==> src/logic/tw_consts.svh <==
// Constants of the two-wire master transmitter: offsets, fields, codes, timing.
// Assumes inclusion by bare name from files compiled after it.
`ifndef TW_CONSTS_SVH
`define TW_CONSTS_SVH

// ==========================================================
// Register byte offsets
`define TW_REG_CTRL       5'h00
`define TW_REG_STATUS     5'h04
`define TW_REG_DATA       5'h08
`define TW_REG_IRQ_STAT   5'h0C
`define TW_REG_IRQ_MASK   5'h10

// ==========================================================
// Control register fields
`define TW_CTRL_FLAG      7
`define TW_CTRL_ACKEN     6
`define TW_CTRL_START     5
`define TW_CTRL_STOP      4
`define TW_CTRL_WCOL      3
`define TW_CTRL_EN        2

// Status register: code in [7:3], prescaler bits in [1:0]
`define TW_STAT_PRES_MSB  1

// ==========================================================
// Status codes, prescaler bits zero
`define TW_SC_START       8'h08
`define TW_SC_RSTART      8'h10
`define TW_SC_AW_ACK      8'h18
`define TW_SC_AW_NACK     8'h20
`define TW_SC_D_ACK       8'h28
`define TW_SC_D_NACK      8'h30
`define TW_SC_AR_ACK      8'h40
`define TW_SC_AR_NACK     8'h48
`define TW_SC_IDLE        8'hF8

// ==========================================================
// Interrupt status bits
`define TW_IRQ_DONE       0
`define TW_IRQ_WCOL       1
`define TW_IRQ_STOP       2

// ==========================================================
// Reset values
`define TW_CTRL_RST       8'h00
`define TW_DATA_RST       8'hFF
`define TW_IRQ_RST        3'h0

// ==========================================================
// Timing: quarter of a serial bit, in ns and in core cycles
`define TW_CLK_NS         20
`define TW_QUARTER_NS     2500
`define TW_QUARTER_CYCLES ((`TW_QUARTER_NS + `TW_CLK_NS - 1) / `TW_CLK_NS)

`endif

==> src/logic/tw_pkg.sv <==
// Types shared by the two-wire master transmitter and its line sequencer.
// Assumes nothing of its surroundings.
package tw_pkg;

  // ==========================================================
  // Line commands of the sequencer
  typedef enum logic [1:0] {
    CMD_START,
    CMD_STOP,
    CMD_WRITE,
    CMD_READ
  } cmd_t;

  // ==========================================================
  // Byte-level states of the controller
  typedef enum logic [2:0] {
    M_IDLE,
    M_WAIT_FREE,
    M_START,
    M_HOLD,
    M_BYTE,
    M_STOP
  } mstate_t;

endpackage

==> src/logic/line_sequencer.sv <==
// Line sequencer: plays one START, STOP or bit on the open-drain lines.
// Assumes synchronised line levels from the caller, one command at a time.
`timescale 1ns/10ps
`include "tw_consts.svh"

module line_sequencer
  import tw_pkg::*;
#(
  parameter int QUARTER = `TW_QUARTER_CYCLES
) (
  input  wire logic core_clk_in,
  input  wire logic rst_n_in,
  input  wire logic cmd_valid_in,
  input  wire cmd_t cmd_in,
  input  wire logic cmd_bit_in,
  input  wire logic scl_level_in,
  input  wire logic sda_level_in,
  output logic      ready_out,
  output logic      done_out,
  output logic      rx_bit_out,
  output logic      scl_oe_out,
  output logic      sda_oe_out
);

  localparam int CW = $clog2(QUARTER + 1);

  typedef struct packed {
    logic          busy;
    logic [1:0]    phase;
    cmd_t          cmd;
    logic          bitv;
    logic [CW-1:0] cnt;
    logic          scl_oe;
    logic          sda_oe;
    logic          rx;
    logic          done;
  } seq_t;

  seq_t q, d;

  // ==========================================================
  // Drive pattern {scl_oe, sda_oe} for a command phase
  function automatic logic [1:0] levels(cmd_t c, logic [1:0] ph, logic b, logic cur_scl);
    logic [1:0] r;
    r = 2'b00;
    case (c)
      CMD_START: r = (ph == 2'd0) ? {cur_scl, 1'b0} : (ph == 2'd1) ? 2'b00 :
                     (ph == 2'd2) ? 2'b01 : 2'b11;
      CMD_STOP:  r = (ph == 2'd0) ? 2'b11 : (ph == 2'd1) ? 2'b01 : 2'b00;
      CMD_WRITE: r = {(ph == 2'd0) || (ph == 2'd3), ~b};
      default:   r = {(ph == 2'd0) || (ph == 2'd3), 1'b0};
    endcase
    return r;
  endfunction

  // ==========================================================
  // Phase stepping; released clock waits for the line, so a slave may stretch
  always_comb begin
    d      = q;
    d.done = 1'b0;
    if (!q.busy) begin
      if (cmd_valid_in) begin
        d.busy                 = 1'b1;
        d.phase                = 2'd0;
        d.cmd                  = cmd_in;
        d.bitv                 = cmd_bit_in;
        d.cnt                  = '0;
        {d.scl_oe, d.sda_oe}   = levels(cmd_in, 2'd0, cmd_bit_in, q.scl_oe);
      end
    end else if (q.scl_oe || scl_level_in) begin
      if (q.cnt == CW'(QUARTER - 1)) begin
        d.cnt = '0;
        if (q.phase == 2'd2 && q.cmd == CMD_READ) begin
          d.rx = sda_level_in; // Sampled while clock high
        end
        if (q.phase == 2'd3) begin
          d.busy = 1'b0; // Lines keep their last pattern
          d.done = 1'b1;
        end else begin
          d.phase              = q.phase + 2'd1;
          {d.scl_oe, d.sda_oe} = levels(q.cmd, q.phase + 2'd1, q.bitv, q.scl_oe);
        end
      end else begin
        d.cnt = q.cnt + CW'(1);
      end
    end
  end

  always_ff @(posedge core_clk_in or negedge rst_n_in) begin
    if (!rst_n_in) begin
      q <= '{busy: 1'b0, phase: 2'd0, cmd: CMD_START, bitv: 1'b0, cnt: '0,
             scl_oe: 1'b0, sda_oe: 1'b0, rx: 1'b1, done: 1'b0};
    end else begin
      q <= d;
    end
  end

  assign ready_out  = !q.busy;
  assign done_out   = q.done;
  assign rx_bit_out = q.rx;
  assign scl_oe_out = q.scl_oe;
  assign sda_oe_out = q.sda_oe;

endmodule

==> src/logic/two_wire_master_transmitter.sv <==
// Two-wire master transmitter with a classic Wishbone register slave.
// Assumes open-drain lines resolved outside; scl/sda inputs are asynchronous.
`timescale 1ns/10ps
`include "tw_consts.svh"

module two_wire_master_transmitter
  import tw_pkg::*;
#(
  parameter int QUARTER = `TW_QUARTER_CYCLES
) (
  input  wire logic        core_clk_in,
  input  wire logic        rst_n_in,
  input  wire logic        wb_cyc_in,
  input  wire logic        wb_stb_in,
  input  wire logic        wb_we_in,
  input  wire logic [4:0]  wb_adr_in,
  input  wire logic [3:0]  wb_sel_in,
  input  wire logic [31:0] wb_dat_in,
  output logic      [31:0] wb_dat_out,
  output logic             wb_ack_out,
  input  wire logic        scl_in,
  output logic             scl_out,
  output logic             scl_oe_out,
  input  wire logic        sda_in,
  output logic             sda_out,
  output logic             sda_oe_out,
  output logic             irq_out
);

  typedef struct packed {
    mstate_t     state;
    logic        flag;
    logic        ack_en;
    logic        start;
    logic        stop;
    logic        wcol;
    logic        en;
    logic [1:0]  pres;
    logic [7:0]  code;
    logic [7:0]  data;
    logic [7:0]  shift;
    logic [3:0]  bitcnt;
    logic        pend;
    logic        addr_phase;
    logic        dir_read;
    logic        rep;
    logic        rx_mode;
    logic [2:0]  irq_stat;
    logic [2:0]  irq_mask;
    logic        ack;
    logic [31:0] rdata;
    logic        scl_s1;
    logic        scl_s2;
    logic        scl_s3;
    logic        sda_s1;
    logic        sda_s2;
    logic        sda_s3;
    logic        bus_busy;
    logic        cmd_valid;
    cmd_t        cmd;
    logic        cmd_bit;
  } top_t;

  top_t q, d;

  logic seq_ready;
  logic seq_done;
  logic seq_rx;
  logic req;
  logic wr;
  logic [2:0] ev;

  // ==========================================================
  // Bit-level line sequencer
  line_sequencer #(
    .QUARTER (QUARTER)
  ) u_seq (
    .core_clk_in  (core_clk_in),
    .rst_n_in     (rst_n_in),
    .cmd_valid_in (q.cmd_valid),
    .cmd_in       (q.cmd),
    .cmd_bit_in   (q.cmd_bit),
    .scl_level_in (q.scl_s2),
    .sda_level_in (q.sda_s2),
    .ready_out    (seq_ready),
    .done_out     (seq_done),
    .rx_bit_out   (seq_rx),
    .scl_oe_out   (scl_oe_out),
    .sda_oe_out   (sda_oe_out)
  );

  // Bus request taken once; ack answers one cycle later
  assign req = wb_cyc_in && wb_stb_in && !q.ack;
  assign wr  = req && wb_we_in && wb_sel_in[0];

  // ==========================================================
  // Register file, controller and synchronisers
  always_comb begin
    d           = q;
    ev          = 3'b000;
    d.cmd_valid = 1'b0;

    // Two-flop synchronisers; only the second stage and later are read
    d.scl_s1 = scl_in;
    d.scl_s2 = q.scl_s1;
    d.scl_s3 = q.scl_s2;
    d.sda_s1 = sda_in;
    d.sda_s2 = q.sda_s1;
    d.sda_s3 = q.sda_s2;

    // Bus activity from START and STOP seen on the lines
    if (q.scl_s2 && q.scl_s3 && q.sda_s3 && !q.sda_s2) begin
      d.bus_busy = 1'b1;
    end else if (q.scl_s2 && q.scl_s3 && !q.sda_s3 && q.sda_s2) begin
      d.bus_busy = 1'b0;
    end

    // Wishbone answer and read data
    d.ack = req;
    if (req) begin
      if (wb_adr_in == `TW_REG_CTRL) begin
        d.rdata = {24'h000000, q.flag, q.ack_en, q.start, q.stop, q.wcol, q.en, 2'b00};
      end else if (wb_adr_in == `TW_REG_STATUS) begin
        d.rdata = {24'h000000, q.code[7:3], 1'b0, q.pres};
      end else if (wb_adr_in == `TW_REG_DATA) begin
        d.rdata = {24'h000000, q.data};
      end else if (wb_adr_in == `TW_REG_IRQ_STAT) begin
        d.rdata = {29'h00000000, q.irq_stat};
      end else if (wb_adr_in == `TW_REG_IRQ_MASK) begin
        d.rdata = {29'h00000000, q.irq_mask};
      end else begin
        d.rdata = 32'h00000000; // Unmapped reads as zero
      end
    end

    // Software writes
    if (wr) begin
      if (wb_adr_in == `TW_REG_CTRL) begin
        d.en     = wb_dat_in[`TW_CTRL_EN];
        d.ack_en = wb_dat_in[`TW_CTRL_ACKEN];
        d.start  = wb_dat_in[`TW_CTRL_START];
        d.stop   = wb_dat_in[`TW_CTRL_STOP];
        if (wb_dat_in[`TW_CTRL_FLAG]) begin
          d.flag = 1'b0; // Writing zero leaves the flag alone
        end
      end else if (wb_adr_in == `TW_REG_STATUS) begin
        d.pres = wb_dat_in[`TW_STAT_PRES_MSB:0];
      end else if (wb_adr_in == `TW_REG_DATA) begin
        if (q.flag) begin
          d.data = wb_dat_in[7:0];
          d.wcol = 1'b0;
        end else begin
          d.wcol = 1'b1; // Write dropped, collision flagged
          ev[`TW_IRQ_WCOL] = 1'b1;
        end
      end else if (wb_adr_in == `TW_REG_IRQ_STAT) begin
        d.irq_stat = q.irq_stat & ~wb_dat_in[2:0];
      end else if (wb_adr_in == `TW_REG_IRQ_MASK) begin
        d.irq_mask = wb_dat_in[2:0];
      end
    end

    // Byte-level controller; decisions use registered flag
    case (q.state)
      M_IDLE: begin
        if (q.en && q.start && !q.flag) begin
          d.state = M_WAIT_FREE;
        end
      end
      M_WAIT_FREE: begin
        if (!q.bus_busy && q.scl_s2 && q.sda_s2) begin // Only on a free bus
          d.rep   = 1'b0;
          d.state = M_START;
        end
      end
      M_START: begin
        if (!q.pend && seq_ready) begin
          d.cmd_valid = 1'b1;
          d.cmd       = CMD_START;
          d.pend      = 1'b1;
        end else if (q.pend && seq_done) begin
          d.pend       = 1'b0;
          d.code       = q.rep ? `TW_SC_RSTART : `TW_SC_START;
          d.flag       = 1'b1; // Set wins over a clear this cycle
          d.addr_phase = 1'b1; // Next byte is a fresh address
          d.rx_mode    = 1'b0;
          d.bus_busy   = 1'b1;
          ev[`TW_IRQ_DONE] = 1'b1;
          d.state      = M_HOLD;
        end
      end
      M_HOLD: begin
        // Sequencer keeps the clock low until the flag clears
        if (!q.flag) begin
          if (q.stop) begin
            d.state = M_STOP;
          end else if (q.start) begin
            d.rep   = 1'b1; // Repeated START keeps the bus
            d.state = M_START;
          end else if (!q.rx_mode) begin
            d.shift    = q.data;
            d.dir_read = q.data[0];
            d.bitcnt   = 4'd0;
            d.state    = M_BYTE;
          end
        end
      end
      M_BYTE: begin
        if (!q.pend && seq_ready) begin
          d.cmd_valid = 1'b1;
          d.cmd       = (q.bitcnt == 4'd8) ? CMD_READ : CMD_WRITE;
          d.cmd_bit   = q.shift[7]; // Most significant bit first
          d.pend      = 1'b1;
        end else if (q.pend && seq_done) begin
          d.pend = 1'b0;
          if (q.bitcnt == 4'd8) begin
            // Low acknowledge bit means ACK
            if (q.addr_phase) begin
              d.rx_mode = q.dir_read;
              if (q.dir_read) begin
                d.code = seq_rx ? `TW_SC_AR_NACK : `TW_SC_AR_ACK;
              end else begin
                d.code = seq_rx ? `TW_SC_AW_NACK : `TW_SC_AW_ACK;
              end
            end else begin
              d.code = seq_rx ? `TW_SC_D_NACK : `TW_SC_D_ACK;
            end
            d.addr_phase = 1'b0;
            d.flag       = 1'b1;
            ev[`TW_IRQ_DONE] = 1'b1;
            d.state      = M_HOLD;
          end else begin
            d.shift  = {q.shift[6:0], 1'b0};
            d.bitcnt = q.bitcnt + 4'd1;
          end
        end
      end
      M_STOP: begin
        if (!q.pend && seq_ready) begin
          d.cmd_valid = 1'b1;
          d.cmd       = CMD_STOP;
          d.pend      = 1'b1;
        end else if (q.pend && seq_done) begin
          d.pend    = 1'b0;
          d.stop    = 1'b0; // Stop request self-clears
          d.rx_mode = 1'b0;
          d.code    = `TW_SC_IDLE;
          ev[`TW_IRQ_STOP] = 1'b1; // No completion flag here
          d.state   = q.start ? M_WAIT_FREE : M_IDLE; // STOP then START
        end
      end
      default: begin
        d.state = M_IDLE;
      end
    endcase

    // Sticky events; a set beats a same-cycle clear
    d.irq_stat = d.irq_stat | ev;
  end

  // ==========================================================
  // State register
  always_ff @(posedge core_clk_in or negedge rst_n_in) begin
    if (!rst_n_in) begin
      q <= '{state: M_IDLE, flag: 1'b0, ack_en: 1'b0, start: 1'b0, stop: 1'b0,
             wcol: 1'b0, en: 1'b0, pres: 2'b00, code: `TW_SC_IDLE,
             data: `TW_DATA_RST, shift: 8'h00, bitcnt: 4'd0, pend: 1'b0,
             addr_phase: 1'b0, dir_read: 1'b0, rep: 1'b0, rx_mode: 1'b0,
             irq_stat: `TW_IRQ_RST, irq_mask: `TW_IRQ_RST, ack: 1'b0,
             rdata: 32'h00000000, scl_s1: 1'b1, scl_s2: 1'b1, scl_s3: 1'b1,
             sda_s1: 1'b1, sda_s2: 1'b1, sda_s3: 1'b1, bus_busy: 1'b0,
             cmd_valid: 1'b0, cmd: CMD_START, cmd_bit: 1'b0};
    end else begin
      q <= d;
    end
  end

  // ==========================================================
  // Outputs; open-drain lines only ever pull low
  assign wb_dat_out = q.rdata;
  assign wb_ack_out = q.ack;
  assign scl_out    = 1'b0;
  assign sda_out    = 1'b0;
  assign irq_out    = |(q.irq_stat & q.irq_mask);

endmodule

==> config.mk <==
export PLATFORM = sky130hd
export DESIGN_NAME = two_wire_master_transmitter
export DESIGN_NICKNAME = d
export VERILOG_FILES = /design/src/logic/tw_pkg.sv /design/src/logic/line_sequencer.sv /design/src/logic/two_wire_master_transmitter.sv
export VERILOG_INCLUDE_DIRS = /design/src /design/src/logic
export SDC_FILE = /design/constraint.sdc
export NUM_CORES = 1
export LEC_CHECK = 0
export BUFFER_PORTS_ARGS = -buffer_cell sky130_fd_sc_hd__buf_2
export CORE_MARGIN = 5
export CORE_UTILIZATION = 41
export CTS_BUF_LIST = sky130_fd_sc_hd__clkbuf_8 sky130_fd_sc_hd__clkbuf_16
export DETAILED_ROUTE_END_ITERATION = 12
export GPL_TIMING_DRIVEN = 0
export PLACE_DENSITY_LB_ADDON = 0.12
export RECOVER_POWER = 25
export REMOVE_ABC_BUFFERS = 1
export SYNTH_ARGS = -nofsm -noshare
export SYNTH_HDL_FRONTEND = slang
export SYNTH_HIERARCHICAL = 1
export SYNTH_SLANG_ARGS = --single-unit
==> constraint.sdc <==
create_clock -name core_clk_in -period 1.5 [get_ports core_clk_in]
set_input_delay 0.075 -clock core_clk_in [delete_from_list [all_inputs] [get_ports core_clk_in]]
set_output_delay 0.075 -clock core_clk_in [all_outputs]
set_load 0.005 [all_outputs]
-- Word level (Yosys, flattened, before mapping)
Index checks and enable logic that the tools add are counted.
- register bits: 111
- output and inout port bits: 38
- word-level logic and storage cells: 293
- add/subtract/negate cells: 3
- eq/ne operators: 51
- muxes and demuxes: 126
- bitwise logic cells: 15
- reductions and logical operators: 58
- operators by type and width (kind ; count):
    two-way mux 8 bit ; 11
    two-way mux 12 bit ; 6
    two-way mux 3 bit ; 18
    two-way mux 1 bit ; 47
    != test 2 bit (second input constant) ; 23
    two-way mux 4 bit ; 9
    two-way mux 6 bit ; 5
    case mux 12 bit (2 select lines) ; 1
    case mux 8 bit (3 select lines) ; 1
    two-way mux 7 bit ; 3
    AND reduction 4 bit ; 5
    two-way mux 2 bit ; 9
    case mux 3 bit (6 select lines) ; 1
    AND reduction 6 bit ; 3
    logical AND 1 bit ; 16
    AND reduction 8 bit ; 2
    two-way mux 15 bit ; 1
    AND reduction 5 bit ; 3
    == test 2 bit (second input constant) ; 7
    two-way mux 14 bit ; 1
    != test 3 bit (second input constant) ; 4
    case mux 2 bit (3 select lines) ; 2
    two-way mux 11 bit ; 1
    inverter 1 bit ; 11
    35 further kinds ; 63

-- Longest topological paths before layout
Gate-level depths: netlist of the first run.
- word-level depth: 10
- gate-level depth with buffers: 6

-- By module
Netlist of the first run, hierarchy kept.
- modules (own cells, without submodules) (module ; instances ; cells each ; area each (sq um) ; seq. area each (sq um)):
    two_wire_master_transmitter ; 1 ; 367 ; 3647.2 ; 1700.4
    line_sequencer ; 1 ; 92 ; 974.7 ; 426.7

-- Worst setup path before layout of the first run
No wires, ideal clock.
- path kind: register -> register
- start point: register q[92] (netlist name)
- end point: register q[60] (netlist name)
- arrival: 1.473 ns
- path slack: -0.098 ns
- cell stages (with the launch flop): 5
- path buffers: 0
- period minus slack after synthesis: 1.598 ns
- path through: dfrtp_1 -> nor3b_4 -> a32oi_2 -> a21oi_4 -> mux2_2
- longest elaborated chain between the ends: 3
- elaborated cells between the ends (all ways): 12
- classes of those cells: eq/ne: 9; mux: 1; reduce/logical: 2
- RTL lines (element ; RTL line ; RTL):
    start: declaration ; two_wire_master_transmitter.sv:64 ; top_t q, d;
    start signal: assignment ; two_wire_master_transmitter.sv:265 ; q <= '{state: M_IDLE, flag: 1'b0, ack_en: 1'b0, start: 1'b0, stop: 1'b0,
    == test 3 bit / == test 3 x 2 -> 1 bit (equally long branches) ; two_wire_master_transmitter.sv:164 ; case (q.state)
    != test 2 bit (no source line) / nonzero test 2 bit (equally long branches) ; n/a ;
    AND reduction 8 bit (no source line) ; n/a ;
Several ways; a longest one is shown, not always the timed one.
A chain may end at the register's enable or synchronous reset.

-- Worst setup path after layout of the first run
- start point: register q[91] (netlist name)
- end point: register q[63] (netlist name)
Same word-level chain as after synthesis.

==> results_dict.tcl, run 1 <==
set metrics [dict create \
    reg2reg_to "q[63]" \
    drt_first_pass_iters 4 \
    r2r_slack_ns -0.22 \
    fin_util 0.545 \
    die_width_um 116 \
    via_count 3571 \
    clk_path_buf_depth 2 \
    p_int_mw 5.10 \
    rsz0062_at_grt "yes" \
    dieArea_mm2 0.0135 \
    grt_max_degree 66 \
    cp.arrival_ns 1.94 \
    syn_area_mm2 0.00462 \
    drv_cap 0 \
    p_clk_frac 0.358 \
    syn_area_per_cell_um2 10.1 \
    power_frac_seq 0.381 \
    fin_ws_ns -0.218 \
    holdWs_ns 0.0326 \
    seq_area_mm2 0.00213 \
    synth-seq-area-share 0.460 \
    nFillCells 955 \
    port-buffer-count 32 \
    ios 86 \
    cts_tree "yes" \
    endpoint_kind "flip-flop" \
    crit_required_ns 1.72 \
    globalRouteOverflowTotal 0 \
    p_switching_mw 2.20 \
    diodes 0 \
    place_congestion 0.813 \
    endpoint "q[63]" \
    min_period_over_period 1.15 \
    path_cells "nor3b_4, a32oi_4, a21oi_4, buf_12, mux2_4" \
    drc_errors 0 \
    timing.fmax_ghz 0.582 \
    pre_cts_ws_ns -0.952 \
    drv_slew 0 \
    combinationalPowerShare 0.262 \
    r2r_cells 5 \
    critPathKind "reg -> reg" \
    cts_sinks 84 \
    core_mm2 0.0109 \
    postSynth.asyncResetShare 1.00 \
    grt_pass1_vias 3623 \
    setup.worst_path.start_class "flip-flop" \
    synth_cells 459 \
    grt_pass1_wl_um 18200 \
    slowest_stage "dfrtp_4" \
    numCtsBuffers 9 \
    ant_nets 0 \
    grt_antenna_before_repair 0 \
    initial_utilization 0.423 \
    cts_root_buffer "clkbuf_16" \
    layout.nets 591 \
    viasPerCell 5.25 \
    peakVddDrop_mv 0.651 \
    p_per_area_mw_per_mm2 1220 \
    path_clk_slew_ns 0.06 \
    tightest_slew_ns 0.599 \
    violations "negative setup slack" \
    finalCriticalPeriod_ns 1.72 \
    post_drt_wl_per_cell_um 16.7 \
    regToRegStartpoint "q[91]" \
    drive_gt1_frac 0.400 \
    area_growth_pct 29.0 \
    hp-class "in -> reg" \
    final-setup-viol-count 31 \
    crit_fanout 8 \
    dp_hpwl_um 7200 \
    startpoint "q[91]" \
    clk_latency_ns 0.34 \
    synth_edf_count 0 \
    drt_wl_total_um 11400 \
    leakage_nw 2.66 \
    fin_skew_ns 0.00847 \
    synth_ff_type "dfrtp_1" \
    fp.dieH_um 116 \
    ys_types 69 \
    h-tree-depth 3 \
    grt_usage 0.173 \
    ys_warn_count 6 \
    swShare 0.301 \
    fp-row-count 38 \
    multi_input_area_mm2 0.00255 \
    relSlewSlack 0.600 \
    outcome "finished with violations" \
    final_hold_viol_count 0 \
    drt_iter0_markers 340 \
    critPathMaxStageDelay_ns 0.52 \
    synth_seq_cells 84 \
]
-- repair_timing --
| item | in CTS | in global routing |
|---|---|---|
| hold endpoints to repair | 34 | 0 |
| gates resized for setup | 66 | 56 |
| endpoints found under the setup margin | 59 | 54 |
| setup buffers | 40 | 9 |
| gates cloned | 0 | 0 |
| pin swaps | 18 | 9 |
| hold buffers | 8 | 0 |
-- metrics by stage --
step	power, mW	area, um^2	cells	setup TNS, ns
2_1_floorplan	3.54	4380	435	-8.91
3_3_place_gp	3.89	4720	607	-51.47
3_5_place_dp	3.92	4750	608	-26.31
4_1_cts	7.13	5740	672	-2.74
5_1_grt	7.67	5960	680	-5.74
6_report	7.30	5960	680	-3.38
-- synth_stat cells, types with 2 or more instances --
| library cell | n | area (um^2) |
|---|---|---|
| a21oi_1 | 26 | 130 |
| a21oi_2 | 2 | 17.5 |
| a22o_1 | 3 | 26.3 |
| a31oi_1 | 5 | 31.3 |
| and2_1 | 2 | 12.5 |
| and3_1 | 4 | 25.0 |
| and3b_1 | 3 | 26.3 |
| and4_1 | 2 | 17.5 |
| buf_2 | 10 | 50.1 |
| buf_4 | 34 | 255 |
| clkbuf_1 | 4 | 15.0 |
| dfrtp_1 | 64 | 1600 |
| dfstp_2 | 20 | 526 |
| ha_1 | 8 | 100 |
| inv_1 | 18 | 67.6 |
| mux2_1 | 3 | 33.8 |
| mux2_2 | 31 | 349 |
| mux2i_1 | 10 | 100 |
| nand2_1 | 53 | 199 |
| nand2b_1 | 9 | 56.3 |
| nand3_1 | 9 | 45.0 |
| nand3b_1 | 4 | 30.0 |
| nand4_1 | 3 | 18.8 |
| nor2_1 | 30 | 113 |
| nor2b_1 | 6 | 37.5 |
| nor3_1 | 3 | 15.0 |
| nor3_4 | 2 | 32.5 |
| nor3b_1 | 5 | 37.5 |
| nor4_1 | 4 | 25.0 |
| o211ai_1 | 3 | 22.5 |
| o21a_1 | 3 | 22.5 |
| o21ai_0 | 31 | 155 |
| o21ai_1 | 2 | 10.0 |
| o221ai_1 | 2 | 17.5 |
| o31ai_1 | 3 | 22.5 |
| or3_1 | 2 | 12.5 |
| xnor2_1 | 3 | 26.3 |
| xor2_1 | 2 | 17.5 |
-- cell families (layout without fill, tap and decap cells) --
kind of cell,Yosys count,after routing,synth area share
compound gates,96,96,0.132
mux,44,44,0.104
simple gates,154,154,0.185
other cells,1,26,0.000811
buf+inv,67,123,0.0864
xor+xnor,5,5,0.00948
fa+ha+maj,8,8,0.0217
flops,84,84,0.460
-- sequential cells by signal, summed over array words and instances, names as in the netlist --
register and cells:
d 4, wb_ack_out 1, q 54, u_seq/sda_oe_out 1, u_seq/rx_bit_out 1, u_seq/done_out 1, u_seq/scl_oe_out 1, u_seq/q 13
wb_dat_out 8
-- area by class of cell --
cell class,instances,area share
sequential,84,0.358
clock inverter,5,0.0166
timing repair buffer,89,0.115
clock buffer,11,0.0424
tap,140,0.0294
multi-input combinational,333,0.427
inverter,18,0.0113
-- cells in the final DEF, fill, tap and decap left out, types with 4 or more instances in the layout --
master,count
mux2_4,27
nor2b_1,4
inv_2,6
o21ai_2,4
clkbuf_16,9
dfrtp_1,60
mux2i_1,10
buf_6,14
nand2_2,4
nand2b_1,9
ha_1,5
conb_1,26
buf_2,31
a21oi_2,5
a21oi_1,23
buf_4,30
mux2_2,7
dfstp_2,19
o21ai_0,19
nand2_1,49
nor2_2,4
dlygate4sd3_1,8
a31oi_1,5
nand3_1,7
inv_1,13
nand3b_1,4
nor2_1,26
o21ai_1,8
-- worst max-delay path: cells and delay by family (launching register included) --
kind	cells	cell delay, ns
muxes	1	0.30
buffers and inverters	1	0.15
AOI/OAI and AO/OA	2	0.30
DFF	1	0.52
and+or+nand+nor	1	0.32
-- power groups by stage --
stage / Clock, mW / Sequential, mW / Combinational (mW)
CTS: 2.66 / 2.76 / 1.71
global route: 2.76 / 2.80 / 2.10
global placement: 0 / 2.84 / 1.05
detailed placement: 0 / 2.84 / 1.08
finish: 2.61 / 2.78 / 1.91
floorplan: 0 / 2.75 / 0.790
-- layer usage --
layer / track usage / vias up / share of wire
met5: 0 / - / 0
met4: 0.0642 / 0 / 0.018
met3: 0.0368 / 18 / 0.041
met2: 0.263 / 71 / 0.45
met1: 0.243 / 1771 / 0.49
li1: - / 1711 / -
-- worst min-delay path by stage --
stage,start,slack [ns],cells past startpoint,end
final,wb_dat_in[0],0.03,2,q[44]
after global routing,wb_dat_in[0],0.03,2,q[67]
after CTS,wb_dat_in[0],0.02,2,q[67]
after detailed placement,rst_n_in,-0.008,1,u_seq/q[6]
after global placement,scl_in,0.18,1,d[9]
after floorplan,rst_n_in,-0.22,0,q[0]
(Power assumes the default switching activity.)
==> inputs of run 2 (changes only) <==
==> constraint.sdc (replaced) <==
create_clock -name core_clk_in -period 2.06 [get_ports core_clk_in]
set_input_delay 0.206 -clock core_clk_in [delete_from_list [all_inputs] [get_ports core_clk_in]]
set_output_delay 0.206 -clock core_clk_in [all_outputs]
set_load 0.005 [all_outputs]
==> run 2 against run 1 <==
Net effect:
- the run now ends clean
- flip-flop and latch count unchanged
- register-to-register slack improved by 0.33 ns
- sequential power decreased by 26%
- die area unchanged
- via count decreased by 6.8%
- global-route usage decreased by 1.8 points
- sequential share of layout area increased by 5.5 points
- utilization decreased by 7.4 points
- fmax decreased by 12%
- non-clock buffer count decreased by 51
- count of clock-buffer cells in the layout unchanged
- critical path type unchanged
==> results_dict.tcl, run 2 (synthesis gave the netlist of run 1 again) <==
set metrics [dict create \
    drive_gt1_frac 0.239 \
    critPathMaxStageDelay_ns 0.61 \
    multi_input_area_mm2 0.00220 \
    worstHoldStart "wb_dat_in[3]" \
    globalRouteOverflowTotal 0 \
    critPathKind "reg -> reg" \
    path_clk_slew_ns 0.06 \
    peakVddDrop_mv 0.449 \
    slowest_stage "dfrtp_2" \
    outcome "finished clean" \
    fp-row-count 38 \
    rsz0062_at_grt "no" \
    grt_antenna_before_repair 0 \
    setup.worst_path.start_class "flip-flop" \
    ios 86 \
    final-setup-viol-count 0 \
    mostFrequentLayoutCell "dfrtp_1" \
    timing.fmax_ghz 0.512 \
    r2r_cells 4 \
    p_per_area_mw_per_mm2 921 \
    area_growth_pct 11.5 \
    layout.nets 540 \
    initial_utilization 0.423 \
    final_hold_viol_count 0 \
    crit_family "flip-flops" \
    place_congestion 0.813 \
    leakage_nw 2.34 \
    grt_max_degree 66 \
    holdPathStages 2 \
    crit_required_ns 2.28 \
    pre_cts_ws_ns -0.392 \
    finalCriticalPeriod_ns 1.95 \
    tightest_slew_ns 1.25 \
    fin_skew_ns 0.00689 \
    hp-class "in -> reg" \
    drt_wl_total_um 10000 \
    viasPerCell 5.29 \
    fin_util 0.471 \
    grt_pass1_wl_um 16300 \
    cp.arrival_ns 2.17 \
    largest_reg_flops 54 \
    diodes 0 \
    endpoint "q[63]" \
    nFillCells 1040 \
    core_mm2 0.0109 \
    die_width_um 116 \
    fp.dieH_um 116 \
    crit_fanout 23 \
    path_buf_inv 0 \
    seq_area_mm2 0.00213 \
    regMostFlops "q" \
    min_period_over_period 0.947 \
    numCtsBuffers 9 \
    cts_sinks 84 \
    regToRegStartpoint "q[91]" \
    cts_root_buffer "clkbuf_16" \
    drv_slew 0 \
    h-tree-depth 3 \
    grt_usage 0.155 \
    path_cells "and3b_1, a32oi_2, a21oi_4, mux2_2" \
    r2r_slack_ns 0.11 \
    reg2reg_to "q[63]" \
    power_mw 4.74 \
    fin_ws_ns 0.108 \
    port-buffer-count 32 \
    drt_iter0_markers 232 \
    layout_common_cells "dfrtp_1, nand2_1, o21ai_0, mux2_2" \
    drv_cap 0 \
    cts_tree "yes" \
    placed_area_mm2 0.00475 \
    post_drt_wl_per_cell_um 15.9 \
    holdWs_ns 0.105 \
    dp_hpwl_um 7200 \
    final_area_mm2 0.00515 \
    endpoint_kind "flip-flop" \
    startpoint "q[91]" \
    ant_nets 0 \
    worst-path-stages 4 \
    grt_pass1_vias 3228 \
    clk_latency_ns 0.34 \
    dieArea_mm2 0.0135 \
    via_count 3329 \
    drt_first_pass_iters 4 \
    drc_errors 0 \
    relSlewSlack 0.168 \
    clk_path_buf_depth 2 \
]
[run 2: cell count changes in the layout (fill, tap and decap cells not counted), moves of 12 or more]
cell,before,now
o21ai_0,19,31
mux2_2,7,31
mux2_4,27,0
buf_6,14,0
buf_4,30,2
[run 2: final cells by class]
class | count | share of cell area
inverter | 18 | 0.0131
tap | 140 | 0.0340
clock buffer | 11 | 0.0491
timing repair buffer | 38 | 0.0447
clock inverter | 5 | 0.0192
multi-input combinational | 333 | 0.427
sequential | 84 | 0.413
[run 2: worst min-delay path by stage]
stage	end	slack, ns
2_1_floorplan	q[0]	-0.09
3_3_place_gp	d[9]	0.31
3_5_place_dp	u_seq/q[6]	0.12
4_1_cts	q[88]	0.09
5_1_grt	q[70]	0.1
6_report	q[70]	0.11
[run 2: repair_timing]
item	4_1_cts	5_1_grt
endpoints found under the setup margin	25	7
pin swaps	1	0
resized for setup	3	2
hold buffers	3	0
buffers inserted	2	0
endpoints found under the hold margin	19	0
[run 2: power by group]
part | internal (mW) | total [mW] | switching, mW
clock network | 1.24 | 1.89 | 0.647
registers | 1.79 | 2.06 | 0.266
logic | 0.346 | 0.793 | 0.447
[run 2: through the flow]
step / setup TNS, ns / cells
2_1_floorplan: 0 / 435
3_3_place_gp: -4.36 / 607
3_5_place_dp: -4.35 / 608
4_1_cts: 0 / 629
5_1_grt: 0 / 629
6_report: 0 / 629
[run 2: routing by layer]
metal	share of wire	track usage
met1	0.50	0.231
met5	0	0
met2	0.44	0.223
met4	0.016	0.0541
met3	0.047	0.0316
